File: src/pkg/slc_pkg.sv
// slc_pkg: register map, field positions, reset values and limits for the
// link configuration bank and its programming end.
// assumes an 8-bit register port with 12-bit addresses and up to two links.
package slc_pkg;
  localparam int ADDR_W = 12;
  localparam int DATA_W = 8;
  localparam int NUM_LINKS = 2;
  localparam int BANK_REGS = 16;

  // shared registers
  localparam logic [11:0] SYNC_CTRL_OFS = 12'h03a;
  localparam logic [11:0] SAMPLE_FORMAT_CTRL_OFS = 12'h110;
  localparam logic [11:0] INTERPOLATION_SELECT_OFS = 12'h112;
  localparam logic [11:0] LINK_POWER_CTRL_OFS = 12'h200;
  localparam logic [11:0] LANE_POWERDOWN_MASK_OFS = 12'h201;
  // banked registers, one copy per link
  localparam logic [11:0] LINK_MODE_CTRL_OFS = 12'h300;
  localparam logic [11:0] EXPECTED_DEVICE_IDENT_OFS = 12'h450;
  localparam logic [11:0] EXPECTED_BANK_IDENT_OFS = 12'h451;
  localparam logic [11:0] EXPECTED_LANE_IDENT_OFS = 12'h452;
  localparam logic [11:0] SCRAMBLE_LANE_COUNT_OFS = 12'h453;
  localparam logic [11:0] OCTETS_PER_FRAME_OFS = 12'h454;
  localparam logic [11:0] FRAMES_PER_MULTIFRAME_OFS = 12'h455;
  localparam logic [11:0] CONVERTER_COUNT_OFS = 12'h456;
  localparam logic [11:0] CONVERTER_RESOLUTION_OFS = 12'h457;
  localparam logic [11:0] SUBCLASS_TOTAL_BITS_OFS = 12'h458;
  localparam logic [11:0] VERSION_SAMPLES_OFS = 12'h459;
  localparam logic [11:0] DENSITY_CONTROL_WORDS_OFS = 12'h45a;
  localparam logic [11:0] LANE_ZERO_CONFIG_SUM_OFS = 12'h45d;
  localparam logic [11:0] DESKEW_LANE_MASK_OFS = 12'h46c;
  localparam logic [11:0] FRAME_OCTET_SETTING_OFS = 12'h476;
  localparam logic [11:0] LANE_ENABLE_MASK_OFS = 12'h47d;

  // bank slot indices; all sixteen slots are in use, so a miss needs a fifth bit
  localparam logic [3:0] BK_MODE = 4'h0;
  localparam logic [3:0] BK_DID = 4'h1;
  localparam logic [3:0] BK_BID = 4'h2;
  localparam logic [3:0] BK_LID = 4'h3;
  localparam logic [3:0] BK_LANES = 4'h4;
  localparam logic [3:0] BK_SUBCLASS = 4'h9;
  localparam logic [3:0] BK_DESKEW = 4'hd;
  localparam logic [3:0] BK_LANE_EN = 4'hf;
  localparam logic [4:0] BK_NONE = 5'h10;

  // field positions
  localparam int SAMPLE_NUMBER_FORMAT_BIT = 7;
  localparam int CONFIG_SUM_METHOD_BIT = 6;
  localparam int TWO_LINK_ENABLE_BIT = 3;
  localparam int LINK_PAGE_SELECT_BIT = 2;
  localparam int SCRAMBLE_BIT = 7;
  localparam int LANE_COUNT_W = 5;
  localparam int SUBCLASS_LSB = 5;
  localparam int STANDARD_REVISION_LSB = 5;
  localparam int SYNC_ENABLE_BIT = 7;
  localparam int SYNC_ONESHOT_BIT = 0;

  // values
  localparam logic [7:0] LINK_POWER_RST = 8'hff;
  localparam logic [7:0] LINK_POWER_UP = 8'h00;
  localparam logic [7:0] REG_RST = 8'h00;
  localparam logic [7:0] SYNC_MODE_ONESHOT = 8'h01;
  localparam logic [7:0] SYNC_ARM = 8'h81;
  localparam logic [7:0] UNSIGNED_FLIP = 8'h80;

  // map an address to its bank slot, BK_NONE when not banked
  function automatic logic [4:0] slc_bank_index(input logic [11:0] a);
    unique case (a)
      LINK_MODE_CTRL_OFS: slc_bank_index = {1'b0, BK_MODE};
      EXPECTED_DEVICE_IDENT_OFS: slc_bank_index = {1'b0, BK_DID};
      EXPECTED_BANK_IDENT_OFS: slc_bank_index = {1'b0, BK_BID};
      EXPECTED_LANE_IDENT_OFS: slc_bank_index = {1'b0, BK_LID};
      SCRAMBLE_LANE_COUNT_OFS: slc_bank_index = {1'b0, BK_LANES};
      OCTETS_PER_FRAME_OFS: slc_bank_index = 5'h05;
      FRAMES_PER_MULTIFRAME_OFS: slc_bank_index = 5'h06;
      CONVERTER_COUNT_OFS: slc_bank_index = 5'h07;
      CONVERTER_RESOLUTION_OFS: slc_bank_index = 5'h08;
      SUBCLASS_TOTAL_BITS_OFS: slc_bank_index = {1'b0, BK_SUBCLASS};
      VERSION_SAMPLES_OFS: slc_bank_index = 5'h0a;
      DENSITY_CONTROL_WORDS_OFS: slc_bank_index = 5'h0b;
      LANE_ZERO_CONFIG_SUM_OFS: slc_bank_index = 5'h0c;
      DESKEW_LANE_MASK_OFS: slc_bank_index = {1'b0, BK_DESKEW};
      FRAME_OCTET_SETTING_OFS: slc_bank_index = 5'h0e;
      LANE_ENABLE_MASK_OFS: slc_bank_index = {1'b0, BK_LANE_EN};
      default: slc_bank_index = BK_NONE;
    endcase
  endfunction
endpackage
File: src/pkg/slc_link_if.sv
// slc_link_if: register port plus lane-side signals between the
// configuration bank (cfg_dev) and the programming transmitter (cfg_host).
// assumes both ends run on the same clock; no timing lives here.
`timescale 1ns/1ps
interface slc_link_if #(parameter int NUM_LANES = 8);
  logic [11:0] cfg_addr;
  logic [7:0] cfg_wdata;
  logic cfg_wr;
  logic cfg_rd;
  logic [7:0] cfg_rdata;
  logic cfg_rvalid;
  logic [NUM_LANES*8-1:0] lane_octet;
  logic lane_valid;
  logic [NUM_LANES-1:0] lane_mf_start;
  logic sysref;
  logic ilas_valid;
  logic ilas_link;
  logic [7:0] ilas_did;
  logic [7:0] ilas_bid;
  logic [7:0] ilas_lid;
  logic [4:0] ilas_lane_m1;

  modport dev (
    input cfg_addr, cfg_wdata, cfg_wr, cfg_rd,
    output cfg_rdata, cfg_rvalid,
    input lane_octet, lane_valid, lane_mf_start, sysref,
    input ilas_valid, ilas_link, ilas_did, ilas_bid, ilas_lid, ilas_lane_m1
  );
  modport host (
    output cfg_addr, cfg_wdata, cfg_wr, cfg_rd,
    input cfg_rdata, cfg_rvalid,
    output lane_octet, lane_valid, lane_mf_start, sysref,
    output ilas_valid, ilas_link, ilas_did, ilas_bid, ilas_lid, ilas_lane_m1
  );
endinterface

File: src/logic/slc_cfg_dev.sv
// slc_cfg_dev: configuration bank of the receive side, with the lane mask,
// deskew, id check and sample format logic that the bank steers.
// assumes one clock and a register port driven by cfg_host or software.
//
// Notes on behaviour
// - writable interpolation ratio select field
// - format bit: 0 two's complement, 1 unsigned
// - transport range banked per link, power shared
// - power register all zeros powers interface up
// - expected device id matches transmitter's
// - expected bank id matches transmitter's
// - expected lane id matches transmitter's
// - link sizes stored as value minus one
// - deskew mask picks lanes for alignment
// - cleared enable bit keeps lane data out
// - subclass, then arm one-shot multiframe sync
`timescale 1ns/1ps
module slc_cfg_dev
  import slc_pkg::*;
#(
  parameter int NUM_LANES = 8
) (
  // clock and reset
  input wire logic clock,
  input wire logic rst,
  // link and register port
  slc_link_if.dev link,
  // datapath user side
  output logic [7:0] filter_rate_select,
  output logic sample_number_format,
  output logic [2:0] subclass,
  output logic scramble_en,
  output logic [4:0] lane_count_m1,
  output logic link_powered,
  output logic link_running,
  output logic [1:0] ident_ok,
  output logic [NUM_LANES*8-1:0] sample_out,
  output logic sample_valid
);
  import slc_pkg::*;

  logic [7:0] fmt_q;
  logic [7:0] interp_q;
  logic [7:0] power_q;
  logic [7:0] lane_pd_q;
  logic two_link_q;
  logic page_q;
  logic [7:0] sync_q;
  logic synced_q;
  logic [7:0] bank_q [NUM_LINKS][BANK_REGS];
  logic [7:0] rdata_q;
  logic rvalid_q;
  logic [1:0] ident_ok_q;
  logic [NUM_LANES-1:0] aligned_q;
  logic [NUM_LANES*8-1:0] sample_q;
  logic sample_valid_q;

  logic wr_page;
  logic [4:0] wr_idx;
  logic [4:0] rd_idx;
  logic arm_wr;
  logic [NUM_LANES-1:0] lane_en;
  logic [NUM_LANES-1:0] deskew_set;
  logic deskew_done;

  // page select only matters once two links are enabled
  assign wr_page = two_link_q & page_q;
  assign wr_idx = slc_bank_index(link.cfg_addr);
  assign rd_idx = slc_bank_index(link.cfg_addr);
  assign arm_wr = link.cfg_wr && link.cfg_addr == SYNC_CTRL_OFS &&
                  link.cfg_wdata[SYNC_ENABLE_BIT];

  // shared registers, written once whatever the page
  always_ff @(posedge clock or posedge rst) begin
    if (rst) begin
      fmt_q <= REG_RST;
      interp_q <= REG_RST;
      power_q <= LINK_POWER_RST;
      lane_pd_q <= REG_RST;
      two_link_q <= 1'b0;
      page_q <= 1'b0;
    end else if (link.cfg_wr) begin
      unique case (link.cfg_addr)
        SAMPLE_FORMAT_CTRL_OFS: fmt_q <= link.cfg_wdata;
        INTERPOLATION_SELECT_OFS: interp_q <= link.cfg_wdata;
        LINK_POWER_CTRL_OFS: power_q <= link.cfg_wdata;
        LANE_POWERDOWN_MASK_OFS: lane_pd_q <= link.cfg_wdata;
        LINK_MODE_CTRL_OFS: begin
          two_link_q <= link.cfg_wdata[TWO_LINK_ENABLE_BIT];
          page_q <= link.cfg_wdata[LINK_PAGE_SELECT_BIT];
        end
        default: ;
      endcase
    end
  end

  // banked transport range: one copy per link
  always_ff @(posedge clock or posedge rst) begin
    if (rst) begin
      for (int l = 0; l < NUM_LINKS; l++) begin
        for (int r = 0; r < BANK_REGS; r++) begin
          bank_q[l][r] <= REG_RST;
        end
      end
    end else if (link.cfg_wr && wr_idx != BK_NONE) begin
      // page taken from the mode value being written so a page change
      // lands in the copy it selects
      if (link.cfg_addr == LINK_MODE_CTRL_OFS) begin
        bank_q[link.cfg_wdata[TWO_LINK_ENABLE_BIT] &
               link.cfg_wdata[LINK_PAGE_SELECT_BIT]][BK_MODE] <= link.cfg_wdata;
      end else begin
        bank_q[wr_page][wr_idx[3:0]] <= link.cfg_wdata;
      end
    end
  end

  // readback of the stored value, from the current page when banked, one cycle after the strobe
  always_ff @(posedge clock or posedge rst) begin
    if (rst) begin
      rdata_q <= REG_RST;
      rvalid_q <= 1'b0;
    end else begin
      rvalid_q <= link.cfg_rd;
      if (link.cfg_rd) begin
        if (rd_idx != BK_NONE) begin
          rdata_q <= bank_q[wr_page][rd_idx[3:0]];
        end else begin
          unique case (link.cfg_addr)
            SYNC_CTRL_OFS: rdata_q <= sync_q;
            SAMPLE_FORMAT_CTRL_OFS: rdata_q <= fmt_q;
            INTERPOLATION_SELECT_OFS: rdata_q <= interp_q;
            LINK_POWER_CTRL_OFS: rdata_q <= power_q;
            LANE_POWERDOWN_MASK_OFS: rdata_q <= lane_pd_q;
            default: rdata_q <= REG_RST;
          endcase
        end
      end
    end
  end
  assign link.cfg_rdata = rdata_q;
  assign link.cfg_rvalid = rvalid_q;

  // one-shot sync: enable bit self-clears when sysref lands;
  // a write in the same cycle wins so a re-arm is never lost
  always_ff @(posedge clock or posedge rst) begin
    if (rst) begin
      sync_q <= REG_RST;
      synced_q <= 1'b0;
    end else if (link.cfg_wr && link.cfg_addr == SYNC_CTRL_OFS) begin
      sync_q <= link.cfg_wdata;
      if (arm_wr) begin
        synced_q <= 1'b0;
      end
    end else if (link.sysref && sync_q[SYNC_ENABLE_BIT] && sync_q[SYNC_ONESHOT_BIT]) begin
      sync_q[SYNC_ENABLE_BIT] <= 1'b0;
      synced_q <= 1'b1;
    end
  end

  // lanes carrying data: enabled on any active link, not powered down
  always_comb begin
    lane_en = bank_q[0][BK_LANE_EN][NUM_LANES-1:0];
    if (two_link_q) begin
      lane_en = lane_en | bank_q[1][BK_LANE_EN][NUM_LANES-1:0];
    end
    lane_en = lane_en & ~lane_pd_q[NUM_LANES-1:0];
  end

  always_comb begin
    deskew_set = bank_q[0][BK_DESKEW][NUM_LANES-1:0];
    if (two_link_q) begin
      deskew_set = deskew_set | bank_q[1][BK_DESKEW][NUM_LANES-1:0];
    end
    deskew_set = deskew_set & lane_en;
  end

  // a deskew lane counts as aligned once its multiframe start is seen
  always_ff @(posedge clock or posedge rst) begin
    if (rst) begin
      aligned_q <= '0;
    end else begin
      // a start seen in the arming cycle is kept: the set beats the clear
      aligned_q <= (arm_wr ? '0 : aligned_q) | (link.lane_mf_start & deskew_set);
    end
  end
  assign deskew_done = |deskew_set && (aligned_q & deskew_set) == deskew_set;

  // received link configuration checked against the stored copy
  always_ff @(posedge clock or posedge rst) begin
    if (rst) begin
      ident_ok_q <= 2'b00;
    end else if (link.ilas_valid) begin
      ident_ok_q[link.ilas_link] <=
        link.ilas_did == bank_q[link.ilas_link][BK_DID] &&
        link.ilas_bid == bank_q[link.ilas_link][BK_BID] &&
        link.ilas_lid == bank_q[link.ilas_link][BK_LID] &&
        link.ilas_lane_m1 == bank_q[link.ilas_link][BK_LANES][LANE_COUNT_W-1:0];
    end
  end

  assign link_powered = power_q == LINK_POWER_UP;
  assign link_running = link_powered && synced_q && deskew_done && ident_ok_q[0] &&
                        (!two_link_q || ident_ok_q[1]);

  // samples: unsigned input is flipped to two's complement internally
  always_ff @(posedge clock or posedge rst) begin
    if (rst) begin
      sample_q <= '0;
      sample_valid_q <= 1'b0;
    end else begin
      sample_valid_q <= link.lane_valid && link_running;
      for (int i = 0; i < NUM_LANES; i++) begin
        if (lane_en[i]) begin
          sample_q[i*8 +: 8] <= link.lane_octet[i*8 +: 8] ^
            (fmt_q[SAMPLE_NUMBER_FORMAT_BIT] ? UNSIGNED_FLIP : REG_RST);
        end else begin
          sample_q[i*8 +: 8] <= REG_RST;
        end
      end
    end
  end

  assign filter_rate_select = interp_q;
  assign sample_number_format = fmt_q[SAMPLE_NUMBER_FORMAT_BIT];
  assign subclass = bank_q[0][BK_SUBCLASS][7:SUBCLASS_LSB];
  assign scramble_en = bank_q[0][BK_LANES][SCRAMBLE_BIT];
  assign lane_count_m1 = bank_q[0][BK_LANES][LANE_COUNT_W-1:0];
  assign ident_ok = ident_ok_q;
  assign sample_out = sample_q;
  assign sample_valid = sample_valid_q;
endmodule

File: src/flat_wrapper.sv
// flat-port wrapper written by rule: the top's interface ports become plain ports
module slc_cfg_dev_flat import slc_pkg::*;
#(
  parameter int NUM_LANES = 8
)
  (clock, rst, filter_rate_select, sample_number_format, subclass, scramble_en, lane_count_m1, link_powered, link_running, ident_ok, sample_out, sample_valid, link_cfg_addr, link_cfg_wdata, link_cfg_wr, link_cfg_rd, link_cfg_rdata, link_cfg_rvalid, link_lane_octet, link_lane_valid, link_lane_mf_start, link_sysref, link_ilas_valid, link_ilas_link, link_ilas_did, link_ilas_bid, link_ilas_lid, link_ilas_lane_m1);
  slc_link_if #(.NUM_LANES(NUM_LANES)) link_i ();
  input wire logic clock;
  input wire logic rst;
  output logic [7:0] filter_rate_select;
  output logic sample_number_format;
  output logic [2:0] subclass;
  output logic scramble_en;
  output logic [4:0] lane_count_m1;
  output logic link_powered;
  output logic link_running;
  output logic [1:0] ident_ok;
  output logic [NUM_LANES*8-1:0] sample_out;
  output logic sample_valid;
  input wire logic [$bits(link_i.cfg_addr)-1:0] link_cfg_addr;
  input wire logic [$bits(link_i.cfg_wdata)-1:0] link_cfg_wdata;
  input wire logic [$bits(link_i.cfg_wr)-1:0] link_cfg_wr;
  input wire logic [$bits(link_i.cfg_rd)-1:0] link_cfg_rd;
  output wire logic [$bits(link_i.cfg_rdata)-1:0] link_cfg_rdata;
  output wire logic [$bits(link_i.cfg_rvalid)-1:0] link_cfg_rvalid;
  input wire logic [$bits(link_i.lane_octet)-1:0] link_lane_octet;
  input wire logic [$bits(link_i.lane_valid)-1:0] link_lane_valid;
  input wire logic [$bits(link_i.lane_mf_start)-1:0] link_lane_mf_start;
  input wire logic [$bits(link_i.sysref)-1:0] link_sysref;
  input wire logic [$bits(link_i.ilas_valid)-1:0] link_ilas_valid;
  input wire logic [$bits(link_i.ilas_link)-1:0] link_ilas_link;
  input wire logic [$bits(link_i.ilas_did)-1:0] link_ilas_did;
  input wire logic [$bits(link_i.ilas_bid)-1:0] link_ilas_bid;
  input wire logic [$bits(link_i.ilas_lid)-1:0] link_ilas_lid;
  input wire logic [$bits(link_i.ilas_lane_m1)-1:0] link_ilas_lane_m1;
  assign link_i.cfg_addr = link_cfg_addr;
  assign link_i.cfg_wdata = link_cfg_wdata;
  assign link_i.cfg_wr = link_cfg_wr;
  assign link_i.cfg_rd = link_cfg_rd;
  assign link_cfg_rdata = link_i.cfg_rdata;
  assign link_cfg_rvalid = link_i.cfg_rvalid;
  assign link_i.lane_octet = link_lane_octet;
  assign link_i.lane_valid = link_lane_valid;
  assign link_i.lane_mf_start = link_lane_mf_start;
  assign link_i.sysref = link_sysref;
  assign link_i.ilas_valid = link_ilas_valid;
  assign link_i.ilas_link = link_ilas_link;
  assign link_i.ilas_did = link_ilas_did;
  assign link_i.ilas_bid = link_ilas_bid;
  assign link_i.ilas_lid = link_ilas_lid;
  assign link_i.ilas_lane_m1 = link_ilas_lane_m1;
  slc_cfg_dev #(.NUM_LANES(NUM_LANES)) u_core (.clock(clock), .rst(rst), .link(link_i), .filter_rate_select(filter_rate_select), .sample_number_format(sample_number_format), .subclass(subclass), .scramble_en(scramble_en), .lane_count_m1(lane_count_m1), .link_powered(link_powered), .link_running(link_running), .ident_ok(ident_ok), .sample_out(sample_out), .sample_valid(sample_valid));
endmodule
File: config.mk
export PLATFORM = sky130hd
export DESIGN_NAME = slc_cfg_dev_flat
export DESIGN_NICKNAME = d
export VERILOG_FILES = /design/src/pkg/slc_pkg.sv /design/src/pkg/slc_link_if.sv /design/src/logic/slc_cfg_dev.sv /design/src/flat_wrapper.sv
export SDC_FILE = /design/constraint.sdc
export NUM_CORES = 1
export LEC_CHECK = 0
export BUFFER_PORTS_ARGS = -buffer_cell sky130_fd_sc_hd__buf_2
export CORE_MARGIN = 2
export CORE_UTILIZATION = 63
export CTS_CLUSTER_SIZE = 8
export DETAILED_ROUTE_END_ITERATION = 6
export GPL_TIMING_DRIVEN = 0
export PLACE_DENSITY = 0.94
export SLEW_MARGIN = 20
export SYNTH_ARGS = -nofsm -noshare
export SYNTH_HDL_FRONTEND = slang
export SYNTH_SLANG_ARGS = --single-unit
File: constraint.sdc
create_clock -name clock -period 21.1 [get_ports clock]
set_input_delay 4.22 -clock clock [delete_from_list [all_inputs] [get_ports clock]]
set_output_delay 4.22 -clock clock [all_outputs]
set_load 0.02 [all_outputs]
After elaboration in Yosys (flattened, before gate mapping)

Index checks and enable logic that the tools add are counted.

Register bits after elaboration: 383
Input bits: 129
Output and inout bits: 96
Logic and storage cells: 176

Order comparisons: 9
Equal/unequal tests: 28
Muxes and demuxes: 41
Bitwise operators: 22
Reductions and logical operators: 29

Operator list:

| cell                   | number |
|---|---|
| $mux W128              | 5 |
| $bwmux W256            | 2 |
| $mux W120              | 3 |
| $demux W128 S1         | 2 |
| $mux W256              | 1 |
| $eq A12 B11 Y1 const B | 15 |
| $mux W8                | 16 |
| $pmux W5 S16           | 1 |
| $xor A8 B8 Y8          | 8 |
| $pmux W8 S5            | 1 |
| $eq A12 B10 Y1 const B | 3 |
| $and A8 B8 Y8          | 4 |
| $bmux W8 S4            | 1 |
| $demux W8 S4           | 1 |
| $eq A8 B8 Y1           | 4 |
| $eq A12 B9 Y1 const B  | 2 |
| $or A8 B8 Y8           | 3 |
| $logic_and A1 B1 Y1    | 18 |
| $eq A12 B6 Y1 const B  | 1 |
| $reduce_and A2 Y1      | 6 |
| $logic_not A8 Y1       | 1 |
| $not A8 Y8             | 1 |
| $reduce_or A8 Y1       | 1 |
| $ge A2 B2 Y1 const B   | 3 |
| other kinds (17)       | 26 |

Logic depth before layout (Yosys ltp)

Depth in word-level cells: 11
Gate-level depth with buffers: 12
Depth with buffers taken out: 8

Worst setup path after synthesis

OpenSTA, ideal clock, no wires.

Kind: in2reg
From: input link_cfg_addr[0]
To: register u_core.bank_q[65] (netlist bit)
Library setup time: 0.125 ns
Arrival time: 6.765 ns
Required time: 20.975 ns
Setup slack: 14.210 ns
Stages: 9
Path buffers: 2
Cell sequence: buf_6 or3b_1 a2111o_1 a21oi_4 o21ai_2 or4_1 buf_6 nor2_8 mux2_2

Longest elaborated chain between the ends: 11
Elaborated cells between the ends (all ways): 29
Classes of those cells: order compare (2); eq/ne (17); mux (7); bitwise (1); reduce/logical (2)

Ends and longest elaborated chain:

| what                                                                      | line                              | RTL |
|---|---|---|
| from (decl)                                                               | flat_wrapper.sv:20                | `input wire logic [$bits(link_i.cfg_addr)-1:0] link_cfg_addr;` |
| $eq A12 B11 Y1 / $eq A12 B10 Y1 (equally long branches)                   | slc_pkg.sv:67, slc_cfg_dev.sv:108 |  |
| $pmux W5 S16                                                              | slc_pkg.sv:67                     | `unique case (a)` |
| $not A4 Y5 (implied by the code)                                          | slc_cfg_dev.sv:112                | `bank_q[wr_page][wr_idx[3:0]] <= link.cfg_wdata;` |
| $ge A5 B5 Y1 (implied by the code) / $lt A5 B1 Y1 (equally long branches) | slc_cfg_dev.sv:112                |  |
| $logic_and A1 B1 Y1 (implied by the code)                                 | slc_cfg_dev.sv:112                |  |
| $mux W8 (implied by the code)                                             | slc_cfg_dev.sv:112                |  |
| $demux W8 S4                                                              | slc_cfg_dev.sv:112                |  |
| $mux W128 (implied by the code)                                           | slc_cfg_dev.sv:112                |  |
| $demux W128 S1                                                            | slc_cfg_dev.sv:112                |  |
| $bwmux W256                                                               | slc_cfg_dev.sv:112                |  |
| $mux W256                                                                 | slc_cfg_dev.sv:108                | `if (link.cfg_addr == LINK_MODE_CTRL_OFS) begin` |
| to (signal, indexed assignment)                                           | slc_cfg_dev.sv:112                |  |
| to (decl)                                                                 | slc_cfg_dev.sv:50                 | `logic [7:0] bank_q [NUM_LINKS][BANK_REGS];` |

Parallel ways exist; a longest one is shown, timed or not.
A chain may end at the register's enable or synchronous reset.

Worst setup path in the final report

From: input link_cfg_addr[1]
To: register u_core.rdata_q[2] (netlist: u_core.link.cfg_rdata[2])

Longest elaborated chain between the ends: 7
Elaborated cells between the ends (all ways): 29
Classes of those cells: eq/ne (22); mux (6); bitwise (1)

Ends and longest elaborated chain:

| what                                                    | line               | RTL |
|---|---|---|
| $eq A12 B11 Y1 / $eq A12 B10 Y1 (equally long branches) | slc_pkg.sv:67      |  |
| $pmux W5 S16                                            | slc_pkg.sv:67      |  |
| $not A4 Y5 (implied by the code)                        | slc_cfg_dev.sv:126 | `rdata_q <= bank_q[wr_page][rd_idx[3:0]];` |
| $bmux W8 S4                                             | slc_cfg_dev.sv:126 |  |
| $mux W8 (implied by the code) (2 in series)             | slc_cfg_dev.sv:126 |  |
| $mux W8 (*)                                             | slc_cfg_dev.sv:125 | `if (rd_idx != BK_NONE) begin` |
| to (signal assigned)                                    | slc_cfg_dev.sv:126 |  |
| to (signal assigned)                                    | slc_cfg_dev.sv:129 | `SYNC_CTRL_OFS: rdata_q <= sync_q;` |
| to (signal assigned)                                    | slc_cfg_dev.sv:130 | `SAMPLE_FORMAT_CTRL_OFS: rdata_q <= fmt_q;` |
| to (decl)                                               | slc_cfg_dev.sv:51  | `logic [7:0] rdata_q;` |

Every way passes the cells marked *; elsewhere a longest branch is shown, timed or not. The select of a mux whose other input is x is not followed.

==> impl_results.rst <==
.. list-table::
   :header-rows: 1

   * - Metric
     - Value
   * - Max Buffers Root-to-Sink
     - 3
   * - Insertion delay to the later sink of the worst-skew pair
     - 0.59 ns
   * - GR Layer Usage met1
     - 0.4844
   * - Initial Utilization
     - 0.6406
   * - Setup repair after global routing missed its margin
     - no
   * - Worst-path clk slew
     - 0.05 ns
   * - Post-synth top area share
     - 0.5259
   * - Worst-case headroom to the max-slew limit
     - 0.2121
   * - Worst Hold End
     - u_core.bank_q[123]
   * - Cells taking the most area after synthesis
     - dfrtp_1 53%, mux2_2 18%, mux4_2 7.8%, and2_1 2.1%, mux2i_1 1.6%
   * - Ratio of cells with drive above 1 in the final layout
     - 0.4439
   * - Outcome
     - completed
   * - Number of top-level pins
     - about 230
   * - DRC errors left
     - 0
   * - Inserted Clock Buffers
     - 53
   * - Distinct cells, synth
     - 70
   * - Critical-path top delay cell
     - buf_1
   * - Final worst path period share
     - 0.3951
   * - Core area
     - 27,860 um^2
   * - Post-route worst hold slack
     - around 0.46 ns
   * - Worst r2r path cells
     - 7
   * - Endpoint type of the worst setup path
     - flop
   * - Hold path cells
     - 1
   * - Arrival time worst endpoint
     - 8.80 ns
   * - Port buffer count
     - 214
   * - Post-DP HPWL
     - 38.90 mm
   * - Number of failing hold endpoints at the final stage
     - 0
   * - Sequential share of power
     - 0.468
   * - Worst setup SP type
     - input port
   * - Number of levels in the clock H-tree
     - 2
   * - Cell type with the largest total area after synthesis
     - dfrtp_1
   * - DIE WIDTH
     - 172.3 um
   * - Leading cell type by number of instances after synthesis
     - dfrtp_1
   * - Fraction of met2 tracks used by global routing
     - 0.6164
   * - Row count
     - 61
   * - Share of synthesized flip-flops with an asynchronous set or reset
     - 1.000
   * - Postcts setup bufs
     - 0
   * - Part of the total power dissipated in the clock network
     - 0.488
   * - Type of the tightest min-delay check
     - flop to flop
   * - Peak fanout along the critical path
     - 10
   * - Net switching power
     - 369.8 uW
   * - Post-synth top cells
     - 375 x dfrtp_1, 293 x mux2_2, 62 x mux4_2
   * - Maximum cell stage delay along the critical path
     - 0.83 ns
   * - Share of total power in combinational logic
     - 0.044
   * - Aggregate global routing overflow
     - 0
   * - Initial antenna violation count
     - 3
   * - Kind of cell with the highest combined delay on the critical path
     - buffers and inverters
   * - Actual slew at the worst max-slew pin
     - roughly 1.2 ns
   * - Hold wc startpoint
     - u_core.bank_q[123]
   * - Maximum operating frequency
     - ~120 MHz
   * - Warning count from the yosys run
     - 0
   * - Clock sink count
     - 383
   * - Number of max-cap violations
     - 0
   * - Internal power
     - around 1200 uW
   * - Number of gates resized after cts
     - 0
   * - Number of synthesized register bits
     - 383
   * - Cell at the root of the clock tree
     - clkbuf_16
   * - Skew final
     - 0.02368 ns
   * - Number of setup violations in the final report
     - 0
   * - Worst-case vdd ir drop
     - 0.05817 mV
   * - R2R setup slack
     - 16.56 ns
   * - Gr busiest metal
     - met2
   * - TritonCTS clock tree
     - done
   * - Reg2Reg Launch Point
     - u_core.page_q
   * - Number of nets with antenna violations after routing
     - 0
   * - Portion of the post-synthesis area used by sequential elements
     - 0.5377
   * - Setup TNS Final
     - 0 ns
   * - Switching share of power
     - 0.2347
   * - Synthesized instance count
     - ~1,300
   * - Leakage component of the power
     - about 0.010 uW
   * - Die Area
     - 29,690 um^2
   * - GR Util met3
     - 0.1197
   * - Number of enable-type register cells in the synthesized netlist
     - 0
   * - Final critical-path required period
     - 8.336 ns
   * - Predominant post-synthesis flop cell
     - dfrtp_1
   * - Kind of critical path
     - input port to flop
   * - Summed instance area of the synthesized netlist
     - ~18,000 um^2
   * - Required @ worst endpoint
     - 21.57 ns
   * - Routed wire length
     - 57.68 mm
   * - First-pass iteration count of the detailed router
     - 5
   * - Vias
     - around 13,000
   * - Layout-stage area growth over the synthesis result
     - 17.55%
   * - Count of placed standard cells including taps
     - 1,887
   * - Routed via count divided by cell count
     - 6.891
   * - Vias in the first global route
     - 13,550
   * - Worst reg2reg endpoint
     - u_core.link.cfg_rdata[2]
   * - Maximum number of pins on one net before global-route repair
     - 94
   * - Nets@finish
     - 1,694
   * - Final Wtd Congestion
     - 1.091
   * - Buf/Inv on CP
     - 5
   * - First-pass GRT wire length
     - 84.89 mm
   * - Areal power density over the cells
     - 75.11 nW/um^2
   * - Global-route usage over all layers
     - 0.3981
   * - Synthesized area divided by synthesized cell count
     - 13.82 um^2
   * - Quantity of hold-fixing buffers added after cts
     - 0
   * - Net count after synthesis
     - 1,420
   * - Cell-by-cell listing of the critical path
     - buf_2 > clkbuf_1 > clkbuf_1 > nor2_1 > o2111ai_1 > buf_2 > buf_1 > mux4_2 > a221oi_1 > a31oi_1 > a211o_1
   * - Filler-free cell count of the finished design
     - 1,959
   * - Die Y-Extent
     - 172.3 um
   * - Routed length per placed instance
     - 29.44 um
   * - Pins over their slew limit
     - 0
   * - Starting DRC count in detailed routing
     - 1,588
==> kinds of logic (layout without fill, tap and decap cells) <==
family	count (synthesis)	after routing	share of synthesized area
XOR/XNOR	38	38	0.01865
flip-flops	383	383	0.5377
multiplexers	386	386	0.2807
AO/OA/AOI/OAI	138	138	0.05820
AND/OR/NAND/NOR	236	236	0.07783
buffers and inverters	110	396	0.02699
other	0	4	0
==> cell usage in the layout (no fill, tap or decap), types with 22 or more instances in the layout <==
cell type and n:
xnor2_1 23, buf_2 234, mux2_2 293, a22oi_1 28
nor3_1 22, and2_1 59, dfrtp_1 375, nor2_1 33
mux2i_1 29, clkbuf_1 64, a21oi_1 33, clkbuf_16 53
mux4_2 62, nand2_1 34
==> power by group through the flow <==
stage | combinational, uW | sequential [uW] | clock (uW)
floorplan | 30.4 | 750 | 0
global placement | 61.5 | 750 | 0
detailed placement | 65.7 | 749 | 0
CTS | 66.8 | 737 | 766
global route | 73.2 | 736 | 800
finish | 69.0 | 737 | 769
==> per-stage QoR <==
stage               setup WS [ns]    util  total power (uW)  area (um^2)
finish                      12.76  0.7530              1576        20980
global route                12.88  0.7526              1609        20970
CTS                         12.95  0.7517              1570        20940
detailed placement          12.68  0.7002             814.9        19510
global placement            2.792  0.6960             811.3        19390
floorplan                   6.251       -             780.4        17840
==> registers in the layout, summed over array words and instances (netlist names) <==
signal,count
u_core.ident_ok,2
u_core.aligned_q,8
u_core.synced_q,1
u_core.link.cfg_rvalid,1
u_core.two_link_q,1
u_core.scramble_en,1
u_core.filter_rate_select,8
u_core.fmt_q,8
u_core.power_q,8
u_core.bank_q,247
u_core.lane_count_m1,5
u_core.page_q,1
u_core.link.cfg_rdata,8
u_core.lane_pd_q,8
u_core.sample_out,64
u_core.subclass,3
u_core.sample_valid,1
u_core.sync_q,8
==> worst max path at each step <==
stage,startpoint,end,slack (ns),cells after the start
4_1_cts,u_core.two_link_q,link_running,12.95,8
3_3_place_gp,rst,u_core.lane_count_m1[2],2.79,2
2_1_floorplan,rst,u_core.aligned_q[0],6.25,1
3_5_place_dp,link_cfg_addr[1],u_core.link.cfg_rdata[2],12.68,11
6_report,link_cfg_addr[1],u_core.link.cfg_rdata[2],12.76,11
5_1_grt,link_cfg_addr[1],u_core.link.cfg_rdata[2],12.88,11
==> cell type report <==
cell class | count | area, um^2
antenna | 4 | 10.01
tap | 378 | 473.0
buffer | 98 | 439.2
fill | 1697 | 6882
multi-input combinational | 798 | 7785
clock inverter | 3 | 66.31
inverter | 12 | 52.55
sequential | 383 | 9594
timing repair buffer | 219 | 1189
clock buffer | 64 | 1368
==> worst reg2reg max path: cells and delay by family, from the launching register on <==
kind | cells | cell delay [ns]
buffers and inverters | 2 | 1.37
AOI/OAI and AO/OA | 3 | 1.37
muxes | 1 | 0.68
and+or+nand+nor | 1 | 0.60
DFF | 1 | 0.41
==> metal layers <==
metal | part of all wire | routed length, um
met1 | 0.35 | 20030
met2 | 0.46 | 26410
met3 | 0.12 | 6820
met4 | 0.077 | 4416
met5 | 0.00016 | 9
Power figures use the tool's default switching activity.
